==> config.mk <==
export PLATFORM = sky130hd
export DESIGN_NAME = rss_reset_source_sequencer
export DESIGN_NICKNAME = d
export VERILOG_FILES = /design/src/rtl/rss_pkg.sv /design/src/rtl/rss_reset_source_sequencer.sv
export VERILOG_INCLUDE_DIRS = /design/src /design/src/rtl
export SDC_FILE = /design/constraint.sdc
export NUM_CORES = 1
export LEC_CHECK = 0
export BUFFER_PORTS_ARGS = -buffer_cell sky130_fd_sc_hd__buf_2
export CORE_ASPECT_RATIO = 1.25
export CORE_MARGIN = 3
export CORE_UTILIZATION = 60
export CTS_BUF_LIST = sky130_fd_sc_hd__clkbuf_8
export DETAILED_ROUTE_END_ITERATION = 10
export PLACE_DENSITY_LB_ADDON = 0.25
export SYNTH_ARGS = -nofsm -noshare
export SYNTH_HDL_FRONTEND = slang
export SYNTH_SLANG_ARGS = --single-unit
==> constraint.sdc <==
create_clock -name core_clk_in -period 6.1 [get_ports core_clk_in]
set_clock_uncertainty 0.1 [all_clocks]
set_input_delay 1.22 -clock core_clk_in [delete_from_list [all_inputs] [get_ports core_clk_in]]
set_output_delay 1.22 -clock core_clk_in [all_outputs]
set_load 0.05 [all_outputs]
==> src/rtl/rss_params.svh <==
// Offsets, field positions, reset values and timing counts of the reset sequencer
`ifndef RSS_PARAMS_SVH
`define RSS_PARAMS_SVH

`define RSS_CLK_MHZ 100
`define RSS_ADDR_W 2
`define RSS_OFF_CAUSE 2'h0
`define RSS_OFF_IRQ_STATUS 2'h1
`define RSS_OFF_IRQ_MASK 2'h2

`define RSS_BIT_POR 0
`define RSS_BIT_EXT 1
`define RSS_BIT_BOD 2
`define RSS_BIT_WDT 3
`define RSS_BIT_TST 4
`define RSS_NSRC 5
`define RSS_LEGACY_MASK 5'h03
`define RSS_FLAGS_RST 5'h00
`define RSS_MASK_RST 5'h00

`define RSS_PIN_MIN_NS 50
`define RSS_PIN_MIN_CYC ((`RSS_PIN_MIN_NS * `RSS_CLK_MHZ + 999) / 1000)
`define RSS_BOD_MIN_NS 2000
`define RSS_BOD_MIN_CYC ((`RSS_BOD_MIN_NS * `RSS_CLK_MHZ + 999) / 1000)

`define RSS_TOUT_FAST_US 4100
`define RSS_TOUT_SLOW_US 65000
`define RSS_TOUT_FAST_CYC (`RSS_TOUT_FAST_US * `RSS_CLK_MHZ)
`define RSS_TOUT_SLOW_CYC (`RSS_TOUT_SLOW_US * `RSS_CLK_MHZ)
`define RSS_TOUT_NONE_CYC 1
`define RSS_FUSE_NO_DELAY 4'h0

`endif

==> src/rtl/rss_pkg.sv <==
// Types shared by the reset source sequencer
package rss_pkg;
  typedef enum logic [1:0] {
    RSS_RUN = 2'b00,
    RSS_HOLD = 2'b01,
    RSS_STRETCH = 2'b11
  } rss_state_type;

  typedef logic [4:0] rss_src_type;
  typedef logic [1:0] rss_addr_type;
  typedef logic [23:0] rss_count_type;
endpackage

==> src/rtl/rss_reset_source_sequencer.sv <==
// Reset source sequencer: combines reset requests, stretches reset, records cause
//
// Summary of operation
// - While reset holds, I/O registers load initial values; release starts fetch at vector.
// - Any raw reset source forces I/O ports to initial state without a clock.
// - After all sources drop, reset stays for a delay chosen by clock select fuses.
// - Five sources: power-on, pin, watchdog, brown-out, test port; any one resets.
// - A long enough low on the reset pin resets; shorter pulses may be ignored.
// - When the reset pin returns high, the full delay runs before release.
// - Reset holds while the test-port reset bit is one; once zero the delay runs before release.
// - Low supply resets at once; when it clears the delay runs before release.
// - Enabled brown-out resets at once; on recovery the delay runs before release.
// - A brown-out counts only if low supply persists past a minimum period.
// - Watchdog timeout is a one-cycle pulse; delay starts when it falls.
// - Cause bit 4 set by test-port reset; cleared by brown-out or zero write.
// - Cause bit 3 set by watchdog reset; cleared by power-on or zero write.
// - Cause bit 2 set by brown-out reset; cleared by power-on or zero write.
// - Cause bit 1 set by pin reset; cleared by power-on or zero write.
// - Cause bit 0 set by power-on reset; cleared only by a zero write.
// - With the legacy fuse, only pin and power-on cause bits exist.
`timescale 1ns/100ps
`include "rss_params.svh"

module rss_reset_source_sequencer #(
  parameter logic [23:0] TOUT_FAST_CYC = 24'(`RSS_TOUT_FAST_CYC),
  parameter logic [23:0] TOUT_SLOW_CYC = 24'(`RSS_TOUT_SLOW_CYC)
) (
  input wire logic core_clk_in, // System clock, 100 MHz
  input wire logic rst_in, // Synchronous reset, active high
  input wire logic supply_low_in, // Power-on detector, high while supply low
  input wire logic ext_reset_n_in, // External reset pin, active low
  input wire logic wdt_timeout_in, // Watchdog timeout, one-cycle pulse
  input wire logic brownout_detector_in, // High while supply under trigger
  input wire logic test_port_reset_in, // Test-port reset register bit
  input wire logic [3:0] clock_select_fuses_in, // Delay selection fuses
  input wire logic brownout_enable_fuse_in, // Brown-out detection enable
  input wire logic legacy_fuse_in, // Legacy compatibility fuse
  input wire rss_pkg::rss_addr_type reg_addr_in, // Register address
  input wire logic [7:0] reg_wdata_in, // Register write data
  input wire logic reg_wr_in, // Write strobe
  input wire logic reg_rd_in, // Read strobe
  output logic [7:0] reg_rdata_out, // Read data, cycle after strobe
  output logic io_force_init_out, // Asynchronous I/O port reset
  output logic internal_reset_out, // Stretched internal reset
  output logic io_load_init_out, // I/O registers load initial values
  output logic fetch_vector_out, // Pulse: start fetch at reset vector
  output logic irq_out // Level interrupt, unmasked cause event
);
  import rss_pkg::*;

  localparam logic [2:0] PIN_MIN = 3'(`RSS_PIN_MIN_CYC);
  localparam logic [7:0] BOD_MIN = 8'(`RSS_BOD_MIN_CYC);
  localparam logic [23:0] TOUT_NONE = 24'(`RSS_TOUT_NONE_CYC);

  typedef struct packed {
    logic [1:0] por_sync;
    logic [1:0] pin_sync;
    logic [1:0] bod_sync;
    logic [1:0] tst_sync;
    logic [2:0] pin_cnt;
    logic [7:0] bod_cnt;
    logic ext_req;
    logic bod_req;
    rss_src_type req_prev;
    rss_state_type state;
    rss_count_type cnt;
    rss_src_type flags;
    rss_src_type irq_status;
    rss_src_type irq_mask;
    logic [7:0] rdata;
    logic fetch;
    logic int_rst;
  } rss_regs_type;

  rss_regs_type r_q;
  rss_regs_type r_d;

  // Stretch length picked by the fuses
  function automatic rss_count_type tout_sel(input logic [3:0] fuses);
    if (fuses == `RSS_FUSE_NO_DELAY) begin
      return TOUT_NONE;
    end
    return fuses[0] ? TOUT_SLOW_CYC : TOUT_FAST_CYC;
  endfunction

  // Write strobe aimed at one register offset
  function automatic logic wr_hit(input logic wr, input rss_addr_type addr,
    input rss_addr_type off);
    return wr && (addr == off);
  endfunction

  // Cause bits that exist under the current fuse setting
  function automatic rss_src_type avail(input logic legacy);
    return legacy ? `RSS_LEGACY_MASK : {`RSS_NSRC{1'b1}};
  endfunction

  rss_src_type req;
  rss_src_type rise;
  rss_src_type wr_keep;
  logic any_req;

  // Raw pins straight to the port reset: must work with the clock stopped
  assign io_force_init_out = supply_low_in | ~ext_reset_n_in | wdt_timeout_in
    | (brownout_enable_fuse_in & brownout_detector_in) | test_port_reset_in;

  always_comb begin
    r_d = r_q;
    req = '0;
    rise = '0;
    wr_keep = '1;
    any_req = 1'b0;

    r_d.por_sync = {r_q.por_sync[0], supply_low_in};
    r_d.pin_sync = {r_q.pin_sync[0], ext_reset_n_in};
    r_d.bod_sync = {r_q.bod_sync[0], brownout_detector_in};
    r_d.tst_sync = {r_q.tst_sync[0], test_port_reset_in};

    // Pin must stay low for the minimum width before it counts
    if (!r_q.pin_sync[1]) begin
      if (r_q.pin_cnt != PIN_MIN) begin
        r_d.pin_cnt = r_q.pin_cnt + 3'h1;
      end
    end else begin
      r_d.pin_cnt = '0;
    end
    r_d.ext_req = !r_q.pin_sync[1] && (r_q.pin_cnt == PIN_MIN);

    // Short dips are filtered; a disabled detector never requests
    if (brownout_enable_fuse_in && r_q.bod_sync[1]) begin
      if (r_q.bod_cnt != BOD_MIN) begin
        r_d.bod_cnt = r_q.bod_cnt + 8'h01;
      end
    end else begin
      r_d.bod_cnt = '0;
    end
    r_d.bod_req = brownout_enable_fuse_in && r_q.bod_sync[1]
      && (r_q.bod_cnt == BOD_MIN);

    req[`RSS_BIT_POR] = r_q.por_sync[1];
    req[`RSS_BIT_EXT] = r_q.ext_req;
    req[`RSS_BIT_BOD] = r_q.bod_req;
    req[`RSS_BIT_WDT] = wdt_timeout_in;
    req[`RSS_BIT_TST] = r_q.tst_sync[1];
    any_req = |req;
    rise = req & ~r_q.req_prev;
    r_d.req_prev = req;

    // Any request holds; the count only runs once all are gone
    unique case (r_q.state)
      RSS_RUN: begin
        if (any_req) begin
          r_d.state = RSS_HOLD;
        end
      end
      RSS_HOLD: begin
        r_d.cnt = tout_sel(clock_select_fuses_in);
        if (!any_req) begin
          r_d.state = RSS_STRETCH;
        end
      end
      RSS_STRETCH: begin
        if (any_req) begin
          r_d.state = RSS_HOLD;
        end else if (r_q.cnt <= 24'h000001) begin
          r_d.state = RSS_RUN;
        end else begin
          r_d.cnt = r_q.cnt - 24'h000001;
        end
      end
      default: begin
        r_d.state = RSS_HOLD;
      end
    endcase
    r_d.int_rst = (r_d.state != RSS_RUN);
    r_d.fetch = (r_q.state == RSS_STRETCH) && (r_d.state == RSS_RUN);

    // Zero writes clear a cause bit, ones leave it alone
    if (wr_hit(reg_wr_in, reg_addr_in, `RSS_OFF_CAUSE)) begin
      wr_keep = reg_wdata_in[4:0];
    end
    r_d.flags = r_q.flags & wr_keep;
    if (rise[`RSS_BIT_POR]) begin
      r_d.flags[`RSS_BIT_EXT] = 1'b0;
      r_d.flags[`RSS_BIT_BOD] = 1'b0;
      r_d.flags[`RSS_BIT_WDT] = 1'b0;
    end
    if (rise[`RSS_BIT_BOD]) begin
      r_d.flags[`RSS_BIT_TST] = 1'b0;
    end
    // Setting comes last so an event in the clearing cycle survives
    r_d.flags = (r_d.flags | rise) & avail(legacy_fuse_in);

    r_d.irq_status = r_q.irq_status;
    if (wr_hit(reg_wr_in, reg_addr_in, `RSS_OFF_IRQ_STATUS)) begin
      r_d.irq_status = r_q.irq_status & ~reg_wdata_in[4:0];
    end
    r_d.irq_status = (r_d.irq_status | rise) & avail(legacy_fuse_in);
    if (wr_hit(reg_wr_in, reg_addr_in, `RSS_OFF_IRQ_MASK)) begin
      r_d.irq_mask = reg_wdata_in[4:0];
    end

    r_d.rdata = '0;
    if (reg_rd_in) begin
      unique case (reg_addr_in)
        `RSS_OFF_CAUSE: r_d.rdata = {3'h0, r_q.flags};
        `RSS_OFF_IRQ_STATUS: r_d.rdata = {3'h0, r_q.irq_status};
        `RSS_OFF_IRQ_MASK: r_d.rdata = {3'h0, r_q.irq_mask};
        default: r_d.rdata = '0;
      endcase
    end
  end

  always_ff @(posedge core_clk_in) begin
    if (rst_in) begin
      r_q <= '0;
      r_q.pin_sync <= 2'b11;
      r_q.state <= RSS_HOLD;
      r_q.cnt <= TOUT_NONE;
      r_q.flags <= `RSS_FLAGS_RST;
      r_q.irq_mask <= `RSS_MASK_RST;
      r_q.int_rst <= 1'b1;
    end else begin
      r_q <= r_d;
    end
  end

  assign reg_rdata_out = r_q.rdata;
  assign internal_reset_out = r_q.int_rst;
  assign io_load_init_out = r_q.int_rst;
  assign fetch_vector_out = r_q.fetch;
  assign irq_out = |(r_q.irq_status & r_q.irq_mask);

endmodule // rss_reset_source_sequencer

==> After elaboration in Yosys (flattened, before gate mapping) <==
Cells that the tools add are included.
{ "word_totals": {"ff_bits": 77, "latchBits": 0, "ramBits": 0, "mem_bits_ro": 0, "in_bits": 25, "output_inout_bits": 13, "elab_cells": 88, "n_memories": 0} }
{ "op_classes": {"add_sub_neg": 3, "mul": 0, "n_div": 0, "order_cmp": 1, "eq_ne": 10, "shifts": 0, "mux": 19, "n_bitwise": 18, "reduce_logical": 20} }
{ "ops": {"columns": ["operator", "n"], "rows": [
  ["24-bit 2-to-1 mux", 4],
  ["24-bit one-hot mux with 2 select lines", 1],
  ["5-bit AND", 6],
  ["24-bit by 1-bit less-or-equal comparator with 1-bit output, second input constant", 1],
  ["24-bit by 1-bit subtractor with 24-bit output, second input constant", 1],
  ["23-bit 2-to-1 mux", 1],
  ["5-bit 2-to-1 mux", 3],
  ["5-bit one-hot mux with 3 select lines", 1],
  ["5-bit inverter", 2],
  ["5-bit OR", 2],
  ["5-bit OR reduction", 2],
  ["8-bit by 1-bit adder with 8-bit output, second input constant", 1],
  ["8-bit == test, second input constant", 1],
  ["2-bit 2-to-1 mux", 4],
  ["8-bit inequality test, second input constant", 1],
  ["1-bit logical AND", 7],
  ["2-bit zero test", 3],
  ["2-bit one-hot mux with 3 select lines", 1],
  ["2-bit OR reduction", 3],
  ["2-bit by 1-bit == test with 1-bit output, second input constant", 2],
  ["2-bit == test, second input constant", 2],
  ["4-bit zero test", 1],
  ["2-bit inequality test, second input constant", 2],
  ["1-bit OR", 4],
  ["other kinds (10)", 15]
]} }

==> Logic depth before layout (Yosys ltp) <==
{ "depth": {"ltp_word": 7, "mapped_depth": 10, "depth_no_buf": 8} }

==> Worst setup path before layout <==
OpenSTA, ideal clock, no wires.
{ "synth_path": {"path_kind": "input to output", "from": "input port wdt_timeout_in", "to": "output port io_force_init_out", "arrival_ps": 1824, "required_ps": 4780, "setup_slack_ps": 2956, "path_stages": 2, "n_path_buf": 0, "cell_sequence": "nor4b_1 -> nand2_1"} }
{ "synth_via": {"elab_chain_cells": 3} }
{ "synth_rtl": {"columns": ["element", "line", "rtl"], "rows": [
  ["start, declared", "rss_reset_source_sequencer.sv:32", "input wire logic wdt_timeout_in,"],
  ["1-bit OR", "rss_reset_source_sequencer.sv:103", "assign io_force_init_out = supply_low_in | ~ext_reset_n_in | wdt_timeout_in"],
  ["1-bit OR (2 in a row)", "rss_reset_source_sequencer.sv:104", "| (brownout_enable_fuse_in & brownout_detector_in) | test_port_reset_in;"],
  ["end, declared", "rss_reset_source_sequencer.sv:43", "output logic io_force_init_out,"]
]} }
No other way between the ends.

==> Final worst setup path <==
Ends and elaborated chain as after synthesis.

==> out/metrics.cfg <==
[placed_design]
detailed_place_hpwl_mm = 5.257
place_congestion = 0.8932
post-place-cells = 476
placed_area_sq_um = 3533
port_buffers = 31
dpl_worst_slack_ps = 2578

[sta]
relSlewSlack_pct = 40.05
setup_ws_ps = 2790
finalSetupTns_ps = 0
whs_ps = 321.0
fmax_ghz = 0.3021
hold_viol = 0
drv_slew = 0
setup_viol = 0
rsz0062_at_grt = no
worst_pin_slew_ps = 899.2
period_minus_slack_ps = 3310
fin_crit_sh_pct = 54.26

[detailed_routing]
antenna_left = 0
drc = 0
wl_mm = 7.371
vias = 2928
via_per_inst = 5.963
wl_per_cell_um = 15.01
dr.first_iter.drc_count = 129
drtPass1Iterations = 4

[critical_path]
crit_arrival_ps = 1990
rrSetupSlack_ps = 3030
endpoint = io_force_init_out
end_kind = output port
timing.rr.end = r_q[25]
start_kind = input port
reg2regPathDepth = 6
crit_start = wdt_timeout_in
r2r-start = r_q[30]
worstPathMaxFanout = 4
critical_path_class = in2out
cp.required_ps = 4780

[clock_network]
clk_latency_ps = 340
cts_tree = built
clk_pin_slew_ps = 70
cts_hold_buf = 0
cts_buffer_depth = 2
numCtsBuffers = 9
h-tree-depth = 3
post_cts_resized = 0
clockRootBuffer = clkbuf_8
cts_setup_buffers = 0
clock-sinks = 74

[power_and_ir_drop]
finalPower_uw = 966.8
p_int_uw = 699.4
swShare_pct = 27.66
pwr-share-seq_pct = 53.2
p_leak_nw = 1.414
clock_power_share_pct = 34.0
ir_drop_mv = 0.1798
power.density_nw_per_um2 = 261.1
switching_power_uw = 267.4
combPwrFrac_pct = 12.8

[yosys]
netlist.area_leader.share_pct = 42.91
yosys_register_bits = 74
synth-async-reset-ratio_pct = 0
yosysUniqueCellTypes = 55
synth_area_leaders = dfxtp_1, nor2_1, a21oi_1
syn_area_sq_um = 3452
synth_edf_count = 0
yosys_warnings = 0
synth-seq-area-share_pct = 42.91
yosys.cell_count.top_type = dfxtp_1
yosys.area.top_type = dfxtp_1
ys.flop_type = dfxtp_1
yosys-top-cells-count = dfxtp_1, nor2_1, a21oi_1
synth.avg_cell_area_sq_um = 8.524
synth_cells = 405

[layout]
multi_input_area_sq_um = 1768
final-seq-area_sq_um = 1481
design_area_sq_um = 3702
nets = 454
areaGrowthSynthToFinish_pct = 7.249
fin_util_pct = 67.10
antenna_cells = 0
fillers = 454
drive_gt1_share_pct = 15.22
layout.cells.non_filler = 491

[global_routing]
grt_max_degree = 51
first_global_vias = 2875
grt_antenna_before_repair = 0
grt.total_usage_pct = 23.43
grt_pass1_wl_mm = 12.32
grt_overflow_total = 0

[floorplanning]
core-area_sq_um = 5518
rows = 30
ios = 38
start_util_pct = 62.56
die_x_um = 73.85
die-area_sq_um = 6706
die_h_um = 90.81

[outcome]
outcome = finished clean

[job]
maxCapViolCount = 0

[min_path]
hold_class = reg2reg

## registers in the layout, indices dropped and copies added (netlist names)
name / count
internal_reset_out: 1
reg_rdata_out: 5
r_q: 59
fetch_vector_out: 1
r_d: 8
## power groups by stage
stage / combinational (mW) / sequential, mW / clock (mW)
after floorplan: 0.100 / 0.520 / 0
after global placement: 0.119 / 0.525 / 0
after detailed placement: 0.122 / 0.525 / 0
after CTS: 0.122 / 0.514 / 0.339
after global routing: 0.137 / 0.516 / 0.358
final: 0.124 / 0.515 / 0.328
## routing by layer
layer / share of wire [%] / routed length, um / GRT usage, % / up-vias
met1: 39 / 2900 / 24.72 / 1353
met3: 5.8 / 426 / 5.568 / 25
met5: 0 / 0 / 0 / -
li1: - / - / - / 1444
met4: 3.6 / 263 / 14.35 / 0
met2: 51 / 3781 / 40.38 / 106
## cells in the final DEF, fill, tap and decap left out, drive strengths merged, types with 9 or more instances in the layout
cell	n
xnor2	11
dfxtp	74
clkbuf	10
a21oi	38
nand2b	9
buf	32
nand2	32
nor2b	13
mux2i	11
o21ai	21
nor4	12
nor3	17
nor2	49
inv	11
nand3	11
## cell type report
type / instances / share of cell area [%]
clock buffers: 10 / 3.717
well taps: 64 / 2.163
repair buffers: 32 / 4.393
clock inverters: 5 / 0.8449
flip-flops and latches: 74 / 40.01
multi-input cells: 295 / 47.75
inverters: 11 / 1.115
## critical path, cell delays in order
cell and delay [ps]:
buf_2 130, nor4b_1 350, nand2_1 80, buf_2 220
## worst min path at each step
stage                     startpoint      end  cells past startpoint
after global routing         r_d[74]  r_q[74]                      1
after detailed placement     r_d[74]  r_q[74]                      1
after floorplan              r_d[74]  r_q[74]                      1
final                        r_d[74]  r_q[74]                      1
after global placement       r_d[72]  r_q[72]                      1
after CTS                    r_d[74]  r_q[74]                      1
## cells by family (layout without fill, tap and decap cells)
family	count (synthesis)	count (layout)	share of synthesized area, %
buffers and inverters	38	58	6.089
flip-flops	74	74	42.91
AND/OR/NAND/NOR	177	177	26.71
adder cells (fa/ha/maj)	6	6	2.175
XOR/XNOR	15	15	3.806
other	1	3	0.1086
AO/OA/AOI/OAI	83	83	15.01
multiplexers	11	11	3.190
(Power assumes the default switching activity.)
